File: src/unb_params.svh
// constants of the nine-bit multidrop addressing extension
// assumes byte addresses on the register port, 32-bit data words
`ifndef UNB_PARAMS_SVH
`define UNB_PARAMS_SVH

// register byte addresses
`define UNB_RX_STATION_ADDRESS_OFS 32'hb00020c4
`define UNB_TX_STATION_ADDRESS_OFS 32'hb00020c8
`define UNB_LINE_EXT_CONTROL_OFS   32'hb00020cc

// line_ext_control field positions
`define UNB_NINE_BIT_ENABLE_BIT 0
`define UNB_ADDR_MATCH_BIT      1
`define UNB_SEND_ADDRESS_BIT    2
`define UNB_TX_MODE_BIT         3

// reset values
`define UNB_STATION_RESET 8'h00
`define UNB_CONTROL_RESET 4'h0

// character lengths
`define UNB_NINE_BITS    4'h9
`define UNB_BASE_BITS    4'h5

`endif

File: src/unb_pkg.sv
// types shared by the nine-bit addressing extension
// assumes nothing beyond the params header
package unb_pkg;

  // one serial character: ninth bit and low byte
  typedef struct packed {
    logic       nine;
    logic [7:0] data;
  } unb_char_s;

  // line_ext_control fields, msb first
  typedef struct packed {
    logic txMode;
    logic sendAddr;
    logic addrMatch;
    logic nineEn;
  } unb_ctl_s;

  // receive filter states
  typedef enum logic {
    UNB_HUNT,
    UNB_PASS
  } unb_filt_e;

endpackage

File: src/unb_nine_bit.sv
// nine-bit multidrop addressing extension of the uart
// assumes a tx fifo with valid/pop, a tx shifter with ready, a receiver
// delivering one character per pulse, and a simple register port
//
// How it works
// - address character low byte compared to station
// - after match, data characters accepted until another address
// - station filter needs filter and nine-bit enable
// - address trigger sends ninth-bit-one station character
// - trigger self-clears when address enters holding stage
// - nine-bit write mode sends written ninth bit
// - nine-bit write mode ignores transmit station
// - eight-bit write mode: addresses only from station
// - eight-bit write mode, trigger low: ninth bit zero, byte from fifo
// - trigger acts only nine-bit, eight-bit write mode
// - filtering discards until matching address arrives
// - no filtering: every character goes to fifo
// - filter enable needs nine-bit enable
// - nine-bit enable sets nine-bit characters both ways
`include "unb_params.svh"
module unb_nine_bit
(
  input  wire logic               clk,
  input  wire logic               nrst,
  // register port
  input  wire logic               regWrEn,
  input  wire logic               regRdEn,
  input  wire logic [31:0]        regAddr,
  input  wire logic [31:0]        regWrData,
  output logic      [31:0]        regRdData,
  // ordinary data-length selection from line_control
  input  wire logic [1:0]         charLengthSelect,
  output logic      [3:0]         charBits,
  // transmit fifo pop side
  input  wire logic               txFifoValid,
  input  wire unb_pkg::unb_char_s txFifoData,
  output logic                    txFifoPop,
  // transmit shifter
  input  wire logic               txShiftReady,
  output logic                    txCharValid,
  output unb_pkg::unb_char_s      txChar,
  // receiver
  input  wire logic               rxCharValid,
  input  wire unb_pkg::unb_char_s rxChar,
  // receive fifo push side
  output logic                    rxFifoWr,
  output unb_pkg::unb_char_s      rxFifoData
);

  logic               rstMeta_q;   // reset release, first stage
  logic               rstN_q;      // reset release, used everywhere

  // release the reset through two flops
  always_ff @(posedge clk or negedge nrst)
  begin
    if (!nrst)
    begin
      rstMeta_q <= 1'b0;
      rstN_q    <= 1'b0;
    end
    else
    begin
      rstMeta_q <= 1'b1;
      rstN_q    <= rstMeta_q;
    end
  end

  // register state
  logic [7:0]         rxStation_q, rxStation_d;
  logic [7:0]         txStation_q, txStation_d;
  unb_pkg::unb_ctl_s  ctl_q, ctl_d;
  logic [31:0]        rdData_d;

  // transmit state
  logic               txValid_q, txValid_d;
  unb_pkg::unb_char_s txChar_q, txChar_d;
  logic               addrLoad;    // station character taken now
  logic               dataLoad;    // fifo character taken now
  logic               txFree;      // holding stage can take a char

  // receive state
  logic               rxWr_q, rxWr_d;
  unb_pkg::unb_char_s rxData_q, rxData_d;
  logic               filterOn;
  logic               filterAccept;
  logic               filterHunting;

  logic               wrCtl;       // write to line_ext_control

  assign wrCtl = regWrEn && regAddr == `UNB_LINE_EXT_CONTROL_OFS;

  // transmit choice: the station character goes ahead of fifo data
  always_comb
  begin
    txFree    = !txValid_q || txShiftReady;
    addrLoad  = txFree && ctl_q.nineEn && !ctl_q.txMode
                && ctl_q.sendAddr;
    dataLoad  = txFree && !addrLoad && txFifoValid;
    txFifoPop = dataLoad;
    txValid_d = txValid_q && !txShiftReady;
    txChar_d  = txChar_q;
    if (addrLoad)
    begin
      txValid_d = 1'b1;
      txChar_d  = '{nine: 1'b1, data: txStation_q};
    end
    else if (dataLoad)
    begin
      txValid_d = 1'b1;
      // wide mode keeps the written ninth bit, else it is zero
      txChar_d.nine = ctl_q.nineEn && ctl_q.txMode
                      && txFifoData.nine;
      txChar_d.data = txFifoData.data;
    end
  end

  // register writes and read mux
  always_comb
  begin
    rxStation_d = rxStation_q;
    txStation_d = txStation_q;
    ctl_d       = ctl_q;
    // hardware clears the trigger as the address enters the holding stage
    if (addrLoad)
      ctl_d.sendAddr = 1'b0;
    if (regWrEn)
    begin
      unique case (regAddr)
        `UNB_RX_STATION_ADDRESS_OFS: rxStation_d = regWrData[7:0];
        `UNB_TX_STATION_ADDRESS_OFS: txStation_d = regWrData[7:0];
        `UNB_LINE_EXT_CONTROL_OFS:
        begin
          // a write in the clearing cycle wins: request not lost
          ctl_d.nineEn    = regWrData[`UNB_NINE_BIT_ENABLE_BIT];
          ctl_d.addrMatch = regWrData[`UNB_ADDR_MATCH_BIT];
          ctl_d.sendAddr  = regWrData[`UNB_SEND_ADDRESS_BIT];
          ctl_d.txMode    = regWrData[`UNB_TX_MODE_BIT];
        end
        default: ;   // unmapped writes are dropped
      endcase
    end
    rdData_d = 32'h0000_0000;
    if (regRdEn)
    begin
      unique case (regAddr)
        `UNB_RX_STATION_ADDRESS_OFS: rdData_d = {24'h00_0000, rxStation_q};
        `UNB_TX_STATION_ADDRESS_OFS: rdData_d = {24'h00_0000, txStation_q};
        `UNB_LINE_EXT_CONTROL_OFS:   rdData_d = {28'h000_0000, ctl_q};
        default:                     rdData_d = 32'h0000_0000;
      endcase
    end
  end

  // receive path: filter only with both enables set
  assign filterOn = ctl_q.nineEn && ctl_q.addrMatch;

  unb_addr_filter unb_addr_filter_i
  (
    .clk         (clk),
    .rstN        (rstN_q),
    .enable      (filterOn),
    .stationAddr (rxStation_q),
    .inValid     (rxCharValid),
    .inChar      (rxChar),
    .accept      (filterAccept),
    .hunting     (filterHunting)
  );

  // push accepted characters, ninth bit only in nine-bit mode
  always_comb
  begin
    rxWr_d        = filterAccept;
    rxData_d      = rxData_q;
    if (filterAccept)
    begin
      rxData_d.data = rxChar.data;
      rxData_d.nine = ctl_q.nineEn && rxChar.nine;
    end
  end

  // character length for both directions
  always_comb
  begin
    if (ctl_q.nineEn)
      charBits = `UNB_NINE_BITS;
    else
      charBits = `UNB_BASE_BITS + {2'b00, charLengthSelect};
  end

  // register every group
  always_ff @(posedge clk or negedge rstN_q)
  begin
    if (!rstN_q)
    begin
      rxStation_q <= `UNB_STATION_RESET;
      txStation_q <= `UNB_STATION_RESET;
      ctl_q       <= `UNB_CONTROL_RESET;
      regRdData   <= 32'h0000_0000;
      txValid_q   <= 1'b0;
      txChar_q    <= 9'h000;
      rxWr_q      <= 1'b0;
      rxData_q    <= 9'h000;
    end
    else
    begin
      rxStation_q <= rxStation_d;
      txStation_q <= txStation_d;
      ctl_q       <= ctl_d;
      regRdData   <= rdData_d;
      txValid_q   <= txValid_d;
      txChar_q    <= txChar_d;
      rxWr_q      <= rxWr_d;
      rxData_q    <= rxData_d;
    end
  end

  assign txCharValid = txValid_q;
  assign txChar      = txChar_q;
  assign rxFifoWr    = rxWr_q;
  assign rxFifoData  = rxData_q;

  chk_addr_autoclear: assert property (
    @(posedge clk) disable iff (!rstN_q)
    addrLoad && !wrCtl |=> !ctl_q.sendAddr)
    else $error("address trigger not cleared");

  chk_addr_char_nine: assert property (
    @(posedge clk) disable iff (!rstN_q)
    addrLoad |=> txCharValid && txChar.nine
                 && txChar.data == $past(txStation_q))
    else $error("address character wrong");

  chk_data_nine_zero: assert property (
    @(posedge clk) disable iff (!rstN_q)
    dataLoad && !ctl_q.txMode |=> txCharValid && !txChar.nine)
    else $error("eight-bit mode sent ninth bit");

  chk_wide_nine_kept: assert property (
    @(posedge clk) disable iff (!rstN_q)
    dataLoad && ctl_q.txMode && ctl_q.nineEn
    |=> txChar.nine == $past(txFifoData.nine))
    else $error("written ninth bit not sent");

  // watched at the holding stage: an idle fifo must leave it empty
  chk_station_ignored: assert property (
    @(posedge clk) disable iff (!rstN_q)
    (ctl_q.txMode || !ctl_q.nineEn) && txFree && !txFifoValid
    |=> !txCharValid)
    else $error("station address used in wrong mode");

  chk_filter_drop: assert property (
    @(posedge clk) disable iff (!rstN_q)
    rxCharValid && filterOn && (filterHunting || rxChar.nine)
    |=> !rxFifoWr)
    else $error("filtered character stored");

  chk_nofilter_pass: assert property (
    @(posedge clk) disable iff (!rstN_q)
    rxCharValid && ctl_q.nineEn && !ctl_q.addrMatch
    |=> rxFifoWr && rxFifoData == $past(rxChar))
    else $error("unfiltered character lost");

  chk_char_length: assert property (
    @(posedge clk) disable iff (!rstN_q)
    ctl_q.nineEn |-> charBits == 4'h9)
    else $error("nine-bit length not selected");

endmodule

File: src/unb_addr_filter.sv
// receive station-address filter
// assumes one character per inValid pulse, synchronous reset copy
`include "unb_params.svh"
module unb_addr_filter
(
  input  wire logic              clk,
  input  wire logic              rstN,
  input  wire logic              enable,
  input  wire logic [7:0]        stationAddr,
  input  wire logic              inValid,
  input  wire unb_pkg::unb_char_s inChar,
  output logic                   accept,
  output logic                   hunting
);

  unb_pkg::unb_filt_e state_q;   // match state
  unb_pkg::unb_filt_e state_d;   // next match state

  // decide acceptance and next state
  always_comb
  begin
    state_d = state_q;
    accept  = 1'b0;
    if (!enable)
    begin
      // filter idle: pass all, forget earlier match
      accept  = inValid;
      state_d = unb_pkg::UNB_HUNT;
    end
    else if (inValid && inChar.nine)
    begin
      // address character: compare low byte, not stored
      if (inChar.data == stationAddr)
        state_d = unb_pkg::UNB_PASS;
      else
        state_d = unb_pkg::UNB_HUNT;
    end
    else if (inValid)
    begin
      // data character passes only after a match
      accept = (state_q == unb_pkg::UNB_PASS);
    end
  end

  // register the match state
  always_ff @(posedge clk or negedge rstN)
  begin
    if (!rstN)
      state_q <= unb_pkg::UNB_HUNT;
    else
      state_q <= state_d;
  end

  assign hunting = (state_q == unb_pkg::UNB_HUNT);

  chk_mismatch_hunts: assert property (
    @(posedge clk) disable iff (!rstN)
    enable && inValid && inChar.nine && inChar.data != stationAddr
    |=> hunting)
    else $error("mismatched address did not stop data");

  chk_match_passes: assert property (
    @(posedge clk) disable iff (!rstN)
    enable && inValid && inChar.nine && inChar.data == stationAddr
    ##1 (enable && inValid && !inChar.nine) |-> accept)
    else $error("data after matching address refused");

endmodule

File: config.mk
export PLATFORM = sky130hd
export DESIGN_NAME = unb_nine_bit
export DESIGN_NICKNAME = d
export VERILOG_FILES = /design/src/unb_pkg.sv /design/src/unb_nine_bit.sv /design/src/unb_addr_filter.sv
export VERILOG_INCLUDE_DIRS = /design/src /design/src/src
export SDC_FILE = /design/constraint.sdc
export NUM_CORES = 1
export LEC_CHECK = 0
export BUFFER_PORTS_ARGS = -buffer_cell sky130_fd_sc_hd__buf_2
export CAP_MARGIN = 20
export CORE_MARGIN = 3
export CORE_UTILIZATION = 47
export DETAILED_ROUTE_END_ITERATION = 10
export PLACE_DENSITY_LB_ADDON = 0.05
export REMOVE_ABC_BUFFERS = 1
export SYNTH_ARGS = -nofsm -noshare
export SYNTH_HDL_FRONTEND = slang
export SYNTH_SLANG_ARGS = --single-unit
export TNS_END_PERCENT = 50
File: constraint.sdc
create_clock -name clk -period 4.1 [get_ports clk]
set_input_delay 0.615 -clock clk [delete_from_list [all_inputs] [get_ports clk]]
set_output_delay 0.615 -clock clk [all_outputs]
set_load 0.005 [all_outputs]
==> flow_summary.yaml, run 1 <==
critical_path:
  crit_required_ps: 3480
  endpoint_kind: "primary output"
  critPathMaxStageDelay_ps: 550
  crit_family: "simple AND/OR/NAND/NOR gates"
  crit_path_top_delay_cell: "nand4_1"
  timing.critical_path.mode_cell: "buf_2"
  path_max_fanout: 19
  path_buf_inv: 2
  cp_cell_sequence: "buf_2 -> nand2b_1 -> nand4_1 -> nor2b_1 -> buf_2"
  crit_type: "input pin to primary output"
  start_kind: "input pin"
  cp.arrival_ps: 1910
drt:
  vias: 1908
  drt-initial-drc-count: 131
  viasPerCell: 4.89
  wl_um: 5270
  drtPass1Iterations: 6
  wl_per_cell_um: 13.5
  detail-route-antenna-nets: 0
  drc: 0
cells_and_area:
  register_area_mm2: 0.00128
  multiInputGateArea_mm2: 0.00113
  drive_gt1_share_pct: 45.3
  antennaDiodeCount: 0
  areaGrowthSynthToFinish_pct: 22.7
  nFillCells: 490
  nNetsFinal: 411
floorplan:
  dieArea_mm2: 0.00633
  io_pins: 148
  initial_core_util_pct: 49.1
  die_w_um: 79.5
  coreArea_mm2: 0.00517
  die_y_um: 79.5
  row_count: 26
synthesis:
  synth.most_common_cell: "dfrtp_1"
  synth_area_leader_cell: "dfrtp_1"
  syn-instance-count: 218
  synth_edf_count: 0
  yosys.area.top_type_share_pct: 50.2
  yosys-top-cells-area: "dfrtp_1 (50%), mux2_2 (14%), buf_4 (7.1%)"
  ys_warn_count: 0
  ys_types: 38
  synth-seq-area-share_pct: 50.2
  ys_top_cells_by_count: "dfrtp_1 (51), mux2_2 (31), buf_4 (24), nor2_1 (19), a21oi_1 (10)"
  async_flop_share_pct: 100
  ys.flop_type: "dfrtp_1"
  syn_avg_cell_area_um2: 11.7
  netlist_area_mm2: 0.00254
  synth_seq_cells: 51
cts:
  clk_pin_slew_worst_paths_ps: 90
  cts_tree: "built"
  cts_made_buffers: 5
  ctsResizeCount: 0
  clock_latency_ps: 300
  cts-root-buf: "clkbuf_8"
  htree_levels: 2
  clock-sinks: 51
  postCtsHoldBufs: 0
  cts_setup_buffers: 0
  clockBufferDepth: 2
power:
  internal_power_uw: 715
  leakagePower_uw: 0.00162
  p_sw_share_pct: 24.8
  p_per_area_mw_per_mm2: 305
  p_comb_share_pct: 13.8
  ir_drop_mv: 0.217
  seqPwrFrac_pct: 56.5
  p_clk_share_pct: 29.7
  p_sw_uw: 236
sta:
  relSlewSlack_pct: 48.0
  worstMarginPinSlew_ps: 775
  hold_viol: 0
  layout_min_cycle_time_ps: 2530
  drv_slew: 0
  finalCritPeriodShare_pct: 61.6
  max_freq_ghz: 0.396
  clock_skew_ps: 6.10
  rsz0062_at_grt: "false"
  timing.setup.tns_ps: 0
  setup_viol: 0
  fin_hold_ws_ps: 72.3
grt:
  grt_pass1_wl_um: 8540
  antenna_found_initial: 0
  grt_usage_pct: 17.3
  grt_remaining_overflow: 0
  grt_pass1_vias: 1820
  grt_max_degree: 50
hold_path:
  min_path_type: "input pin to async pin"
placement:
  place.gp.congestion: 0.825
  portBuffers: 99
  dp_hpwl_um: 4140
flow_run:
  drv_cap: 0
run_status:
  status: "finished clean"
registers in the layout (all words and copies together), names as in the netlist:
register / cells
ctl_q: 4
txChar: 9
rxStation_q: 8
unb_addr_filter_i.state_q: 1
rstN_q: 1
rxFifoData: 9
regRdData: 8
txStation_q: 8
rstMeta_q: 1
rxFifoWr: 1
txCharValid: 1
per-layer routing:
layer  track usage [%]  up-vias  wire length (um)
li1                  -      931                 -
met1              22.8      895              2330
met2              28.0       74              2510
met3              4.29        8               371
met4              5.33        0                66
met5                 0        -                 0
worst paths after layout:
kind,start,cells past startpoint,slack (ps),to
worst max-delay path,txShiftReady,5,1570,txFifoPop
worst min-delay path,nrst,1,70,rstN_q
worst max register to register,ctl_q[0],3,2270,rxFifoData[1]
worst min register to register,rstN_q,0,130,txChar[6]
max in group asynchronous,rstN_q,1,3500,txStation_q[6]
min in group clk,rstMeta_q,0,360,rstN_q
through the flow:
stage          cell area [um2]  total power, uW  instances  util (%)  setup WS [ps]
3_3_place_gp              3010              675        381      58.2           1470
3_5_place_dp              3010              678        381      58.2           1460
4_1_cts                   3100              961        389      59.9           1550
2_1_floorplan             2430              605        212         -           1900
5_1_grt                   3120             1000        390      60.3           1380
6_report                  3120              951        390      60.3           1570
logic make-up after synthesis:
logic type	count (synthesis)	synth area share, %
other cells	2	0.296
compound gates	25	6.25
flops	51	50.2
fa+ha+maj	1	0.492
mux	40	17.3
simple gates	56	13.9
buf+inv	35	8.76
xor+xnor	8	2.76
layout make-up:
cell class              instances  area share [%]
well taps                      70            2.81
inverters                       6           0.722
clock buffers                   5            2.21
multi-input cells             155            36.2
repair buffers                100            16.5
clock inverters                 3           0.602
flip-flops and latches         51            41.0
power groups by stage:
stage | registers (uW) | logic [uW] | clock network [uW]
6_report | 537 | 131 | 283
5_1_grt | 541 | 150 | 313
4_1_cts | 545 | 123 | 293
3_5_place_dp | 555 | 123 | 0
3_3_place_gp | 554 | 122 | 0
2_1_floorplan | 555 | 50.3 | 0
worst reg2reg max path, stage by stage, from the launching register on:
cell     delay [ps]
dfrtp_1         540
nand2_1         130
o21ai_1         640
mux2_2          410
cell usage in the layout (no fill, tap or decap), types with 3 or more instances in the layout:
| cell | count |
|---|---|
| inv_1 | 6 |
| mux2_2 | 31 |
| nor2_1 | 19 |
| xnor2_1 | 8 |
| buf_2 | 99 |
| mux2i_1 | 8 |
| dfrtp_1 | 50 |
| a21oi_1 | 10 |
| nand4_1 | 5 |
| conb_1 | 25 |
| a22oi_1 | 8 |
| clkbuf_8 | 5 |
| nor2b_1 | 4 |
| nor4_1 | 3 |
| nand2_1 | 6 |
Note: power is estimated with default switching activity, not from simulation.
==> inputs of run 2 (changes only) <==
--- a/config.mk
+++ b/config.mk
@@ -6,10 +6,11 @@
 export SDC_FILE = /design/constraint.sdc
 export NUM_CORES = 1
 export LEC_CHECK = 0
+export ABC_AREA = 1
 export BUFFER_PORTS_ARGS = -buffer_cell sky130_fd_sc_hd__buf_2
 export CAP_MARGIN = 20
 export CORE_MARGIN = 3
-export CORE_UTILIZATION = 47
+export CORE_UTILIZATION = 45
 export DETAILED_ROUTE_END_ITERATION = 10
 export PLACE_DENSITY_LB_ADDON = 0.05
 export REMOVE_ABC_BUFFERS = 1
==> constraint.sdc (replaced) <==
create_clock -name clk -period 2.55 [get_ports clk]
set_input_delay 0.3825 -clock clk [delete_from_list [all_inputs] [get_ports clk]]
set_output_delay 0.3825 -clock clk [all_outputs]
set_load 0.005 [all_outputs]
==> flow_summary.yaml, run 2 <==
critical_path:
  crit_family: "simple AND/OR/NAND/NOR gates"
  start_kind: "register"
  crit_path_top_delay_cell: "dfrtp_1"
  path_buf_inv: 3
  r2r-end: "txChar[3]"
  crit_required_ps: 2170
  crit_type: "register to primary output"
  rr_worst_depth: 7
  endpoint: "txFifoPop"
  timing.critical_path.mode_cell: "nand3_1"
  regToRegSetupSlack_ps: 790
  cp.depth: 6
  rr_startpoint: "ctl_q[0]"
  cp.arrival_ps: 1640
  critPathMaxStageDelay_ps: 510
  startpoint: "ctl_q[0]"
  cp_cell_sequence: "inv_2 -> nor2_1 -> nand3_1 -> nand3_1 -> inv_1 -> buf_2"
  endpoint_kind: "primary output"
  path_max_fanout: 11
grt:
  grt_remaining_overflow: 0
  grt_usage_pct: 17.6
  antenna_found_initial: 0
  grt_max_degree: 50
  grt_pass1_wl_um: 10200
  grt_pass1_vias: 2261
synthesis:
  synth_fa_ha_area_share_pct: 0.445
  synth_top_family_by_area: "simple AND/OR/NAND/NOR gates"
  synth_seq_cells: 51
  synth_edf_count: 0
  netlist_area_mm2: 0.00281
  synthXorXnorAreaFrac_pct: 0.623
  yosys-top-cells-area: "dfrtp_1 (45%), nand2_1 (10%), buf_4 (6.7%)"
  syn-instance-count: 349
  ys_top_cells_by_count: "nand2_1 (77), dfrtp_1 (51), inv_1 (48), nor2_1 (33)"
  ys.flop_type: "dfrtp_1"
  yosys.area_share.simple_pct: 29.2
  synth_compound_area_share_pct: 8.01
  syn_avg_cell_area_um2: 8.05
  async_flop_share_pct: 100
  yosys.area.top_type_share_pct: 45.4
  post_synth_mux_area_share_pct: 0
  ys_types: 33
  synth-seq-area-share_pct: 45.4
  synth.most_common_cell: "nand2_1"
  synth_area_leader_cell: "dfrtp_1"
  ys_warn_count: 0
power:
  p_per_area_mw_per_mm2: 451
  leakagePower_uw: 0.00198
  ir_drop_mv: 0.438
  total_power_uw: 1510
sta:
  finalCritPeriodShare_pct: 79.4
  worstMarginPinSlew_ps: 605
  drv_slew: 0
  clock_skew_ps: 5.33
  timing.setup.tns_ps: 0
  rsz0062_at_grt: "false"
  max_freq_ghz: 0.494
  relSlewSlack_pct: 59.7
  setup_viol: 0
  hold_viol: 0
  layout_min_cycle_time_ps: 2020
drt:
  vias: 2386
  viasPerCell: 4.55
  drc: 0
  drt-initial-drc-count: 105
  wl_um: 6030
  detail-route-antenna-nets: 0
  drtPass1Iterations: 4
  wl_per_cell_um: 11.5
floorplan:
  coreArea_mm2: 0.00599
  die_y_um: 85.0
  dieArea_mm2: 0.00723
  row_count: 28
  die_w_um: 85.0
  io_pins: 148
  initial_core_util_pct: 46.9
flow_run:
  drv_cap: 0
cts:
  htree_levels: 2
  cts_made_buffers: 5
  clk_pin_slew_worst_paths_ps: 90
  clockBufferDepth: 2
  ctsResizeCount: 0
  cts_tree: "built"
  clock_latency_ps: 300
  clock-sinks: 51
  cts-root-buf: "clkbuf_8"
cells_and_area:
  nFillCells: 608
  nNetsFinal: 541
  antennaDiodeCount: 0
  layout_common_cells: "buf_2 (99), nand2_1 (77), dfrtp_1 (50)"
  final_common_cell: "buf_2"
  drive_gt1_share_pct: 31.4
  areaGrowthSynthToFinish_pct: 19.1
run_status:
  status: "finished clean"
hold_path:
  min_path_type: "input pin to register"
placement:
  portBuffers: 99
  place.gp.congestion: 0.797
  dp_hpwl_um: 4740
run 2: cell count changes in the layout (fill, tap and decap cells not counted), moves of 7 or more:
cell,delta
nand2_1,+71
inv_1,+42
mux2_2,-31
nand3_1,+23
o21ai_1,+17
nor3_1,+15
nor2_1,+14
a22oi_1,-8
mux2i_1,-8
o21ai_2,+8
a21oi_1,-7
run 2: how the worst min path moves through the flow:
| stage | startpoint | endpoint | cells past startpoint |
|---|---|---|---|
| floorplan | nrst | rstMeta_q | 0 |
| global placement | nrst | rstMeta_q | 1 |
| detailed placement | nrst | rstMeta_q | 1 |
| CTS | rxChar[4] | rxFifoData[4] | 3 |
| global route | rxChar[4] | rxFifoData[4] | 3 |
| finish | rxChar[4] | rxFifoData[4] | 3 |
run 2: cell type report:
cell class	instances	area [um2]	share of cell area, %
clock buffers	6	72.6	2.17
repair buffers	102	520	15.6
multi-input cells	235	1170	35.0
flip-flops and latches	51	1280	38.2
inverters	54	204	6.10
well taps	75	93.8	2.80
clock inverters	1	7.51	0.224
run 2: logic make-up (layout without fill, tap and decap cells):
kind of cell	Yosys count	count (layout)
AOI/OAI and AO/OA	36	36
other	2	25
adders and majority gates	1	1
xor gates and xnor gates	2	2
DFF	51	51
and+or+nand+nor	171	171
buffers and inverters	86	163
run 2: report_power, final:
part / switching [uW] / internal [uW]
logic: 116 / 94.9
registers: 15.8 / 843
clock network: 251 / 189
run 2: worst reg2reg max path: stages, from the launching register on:
cell and delay (ps):
dfrtp_1 510, inv_2 70, nor2_1 120, nand3_1 100, nand3_1 310, nand2_1 310
nor2_1 170, nor3_1 70
run 2: stage by stage:
step | hold WS, ps | instance area [um2] | worst slack, ps | utilization, % | cells
global route | 292 | 3350 | 317 | 55.8 | 524
CTS | 291 | 3350 | 467 | 55.8 | 524
floorplan | 86.9 | 2650 | 865 | - | 340
detailed placement | 170 | 3260 | 766 | 54.3 | 516
global placement | 168 | 3260 | 756 | 54.3 | 516
finish | 306 | 3350 | 525 | 55.8 | 524
run 2: repair_timing:
item	CTS	global route
hold buffers	1	0
setup buffers	0	0
hold endpoints to repair	2	0
run 2: per-layer routing:
layer	wire length [um]	vias up	part of all wire [%]	GRT usage [%]
met4	82	0	1.4	5.18
met3	467	6	7.8	4.76
met1	2640	1057	44	23.1
met5	0	-	0	0
li1	-	1233	-	-
met2	2830	90	47	28.6
==> inputs of run 3 (changes only) <==
--- a/config.mk
+++ b/config.mk
@@ -10,7 +10,7 @@
 export BUFFER_PORTS_ARGS = -buffer_cell sky130_fd_sc_hd__buf_2
 export CAP_MARGIN = 20
 export CORE_MARGIN = 3
-export CORE_UTILIZATION = 45
+export CORE_UTILIZATION = 41
 export DETAILED_ROUTE_END_ITERATION = 10
 export PLACE_DENSITY_LB_ADDON = 0.05
 export REMOVE_ABC_BUFFERS = 1
==> constraint.sdc (replaced) <==
create_clock -name clk -period 1.7 [get_ports clk]
set_input_delay 0.255 -clock clk [delete_from_list [all_inputs] [get_ports clk]]
set_output_delay 0.255 -clock clk [all_outputs]
set_load 0.005 [all_outputs]
==> flow_summary.yaml, run 3 (synthesis gave the netlist of run 2 again) <==
run_status:
  status: "finished clean"
drt:
  drtPass1Iterations: 7
  drc: 0
  vias: 2413
  wl_um: 6190
  detail-route-antenna-nets: 0
  wl_per_cell_um: 11.6
  drt-initial-drc-count: 92
  viasPerCell: 4.51
cts:
  clk_pin_slew_worst_paths_ps: 90
  clock_latency_ps: 310
  clockBufferDepth: 2
  htree_levels: 2
  cts_made_buffers: 5
  cts_tree: "built"
  cts-root-buf: "clkbuf_8"
  clock-sinks: 51
cells_and_area:
  nFillCells: 679
  nNetsFinal: 549
  drive_gt1_share_pct: 33.2
  areaGrowthSynthToFinish_pct: 22.1
  final_common_cell: "buf_2"
  multiInputGateArea_mm2: 0.00117
  layout_common_cells: "buf_2 (99), nand2_1 (77), dfrtp_1 (49)"
  final_util_pct: 52.8
  layoutNonFillerInstCount: 535
  register_area_mm2: 0.00128
  antennaDiodeCount: 0
hold_path:
  min_from: "rxChar[7]"
  min_path_type: "input pin to register"
floorplan:
  io_pins: 148
  dieArea_mm2: 0.00788
  coreArea_mm2: 0.00649
  die_w_um: 88.8
  row_count: 29
  die_y_um: 88.8
  initial_core_util_pct: 43.3
sta:
  clock_skew_ps: 10.1
  setup_ws_ps: 131
  rsz0062_at_grt: "false"
  max_freq_ghz: 0.637
  drv_slew: 0
  hold_viol: 0
  setup_viol: 0
  finalCritPeriodShare_pct: 92.3
  timing.setup.tns_ps: 0
  layout_min_cycle_time_ps: 1570
placement:
  dp_hpwl_um: 4830
  place.gp.congestion: 0.735
  portBuffers: 99
  pre_cts_ws_ps: 176
  dp_cells: 524
grt:
  grt_pass1_vias: 2156
  grt_max_degree: 50
  antenna_found_initial: 0
  grt_pass1_wl_um: 9600
  grt_usage_pct: 15.9
  grt_remaining_overflow: 0
critical_path:
  startpoint: "ctl_q[3]"
  cp.arrival_ps: 1310
  rr_startpoint: "ctl_q[3]"
  path_max_fanout: 5
  crit_required_ps: 1440
  start_kind: "register"
  endpoint_kind: "primary output"
  crit_type: "register to primary output"
power:
  ir_drop_mv: 0.263
  p_per_area_mw_per_mm2: 673
  p_sw_uw: 606
  leakagePower_uw: 0.00203
  p_clk_share_pct: 30.0
  p_comb_share_pct: 14.2
  p_sw_share_pct: 26.2
  seqPwrFrac_pct: 55.8
  internal_power_uw: 1700
flow_run:
  drv_cap: 0
## run 3: cell count changes in the layout (fill, tap and decap cells not counted), sizes merged
cell,previous run,this run
buf,101,109
clkinv,1,2
## run 3: area by class of cell
cell class                      instances  share of cell area (%)
Multi-Input combinational cell        235                    34.2
Tap cell                               77                    2.81
Clock inverter                          2                   0.365
Inverter                               54                    5.94
Timing Repair Buffer                  110                    17.3
Sequential cell                        51                    37.3
Clock buffer                            6                    2.11
## run 3: path summary, 6_finish.rpt
check | to | slack (ps) | cells after the start
setup / recovery | txFifoPop | 130 | 5
hold / removal | rxFifoData[7] | 170 | 3
setup reg to reg | txChar[4] | 210 | 6
hold reg to reg | rxFifoData[0] | 240 | 1
max in group asynchronous | regRdData[4] | 1200 | 1
min in group asynchronous | rstN_q | 240 | 2
## run 3: metrics by stage
stage          hold slack, ps  area (um2)  total power, uW
2_1_floorplan           -40.6        2650             1460
3_3_place_gp             40.5        3320             1640
3_5_place_dp             41.5        3320             1650
4_1_cts                   166        3410             2350
5_1_grt                   175        3430             2440
6_report                  174        3430             2310
## run 3: critical path, cell delays in order, from the launching register on
cell and delay (ps):
dfrtp_1 430, nor2_1 150, nand3_1 120, nand3_2 130, inv_1 60, buf_2 120
## run 3: routing by layer
| layer | up-vias | GRT usage (%) | share of wire [%] |
|---|---|---|---|
| li1 | 1249 | - | - |
| met1 | 1069 | 19.3 | 45 |
| met2 | 90 | 28.1 | 47 |
| met3 | 5 | 3.72 | 7.4 |
| met4 | 0 | 4.12 | 0.79 |
| met5 | - | 0 | 0 |
## run 3: power by group through the flow
stage	sequential [uW]	clock, uW	combinational, uW
finish	1290	693	328
global route	1300	765	381
floorplan	1330	0	128
CTS	1290	722	334
detailed placement	1320	0	331
global placement	1310	0	326
## run 3: timing repair
action / CTS / global route
setup buffers: 0 / 2
pin swaps: 0 / 0
endpoints found under the setup margin: 1 / 1
resized for setup: 1 / 1
hold endpoints to repair: 2 / 0
hold buffers: 1 / 0
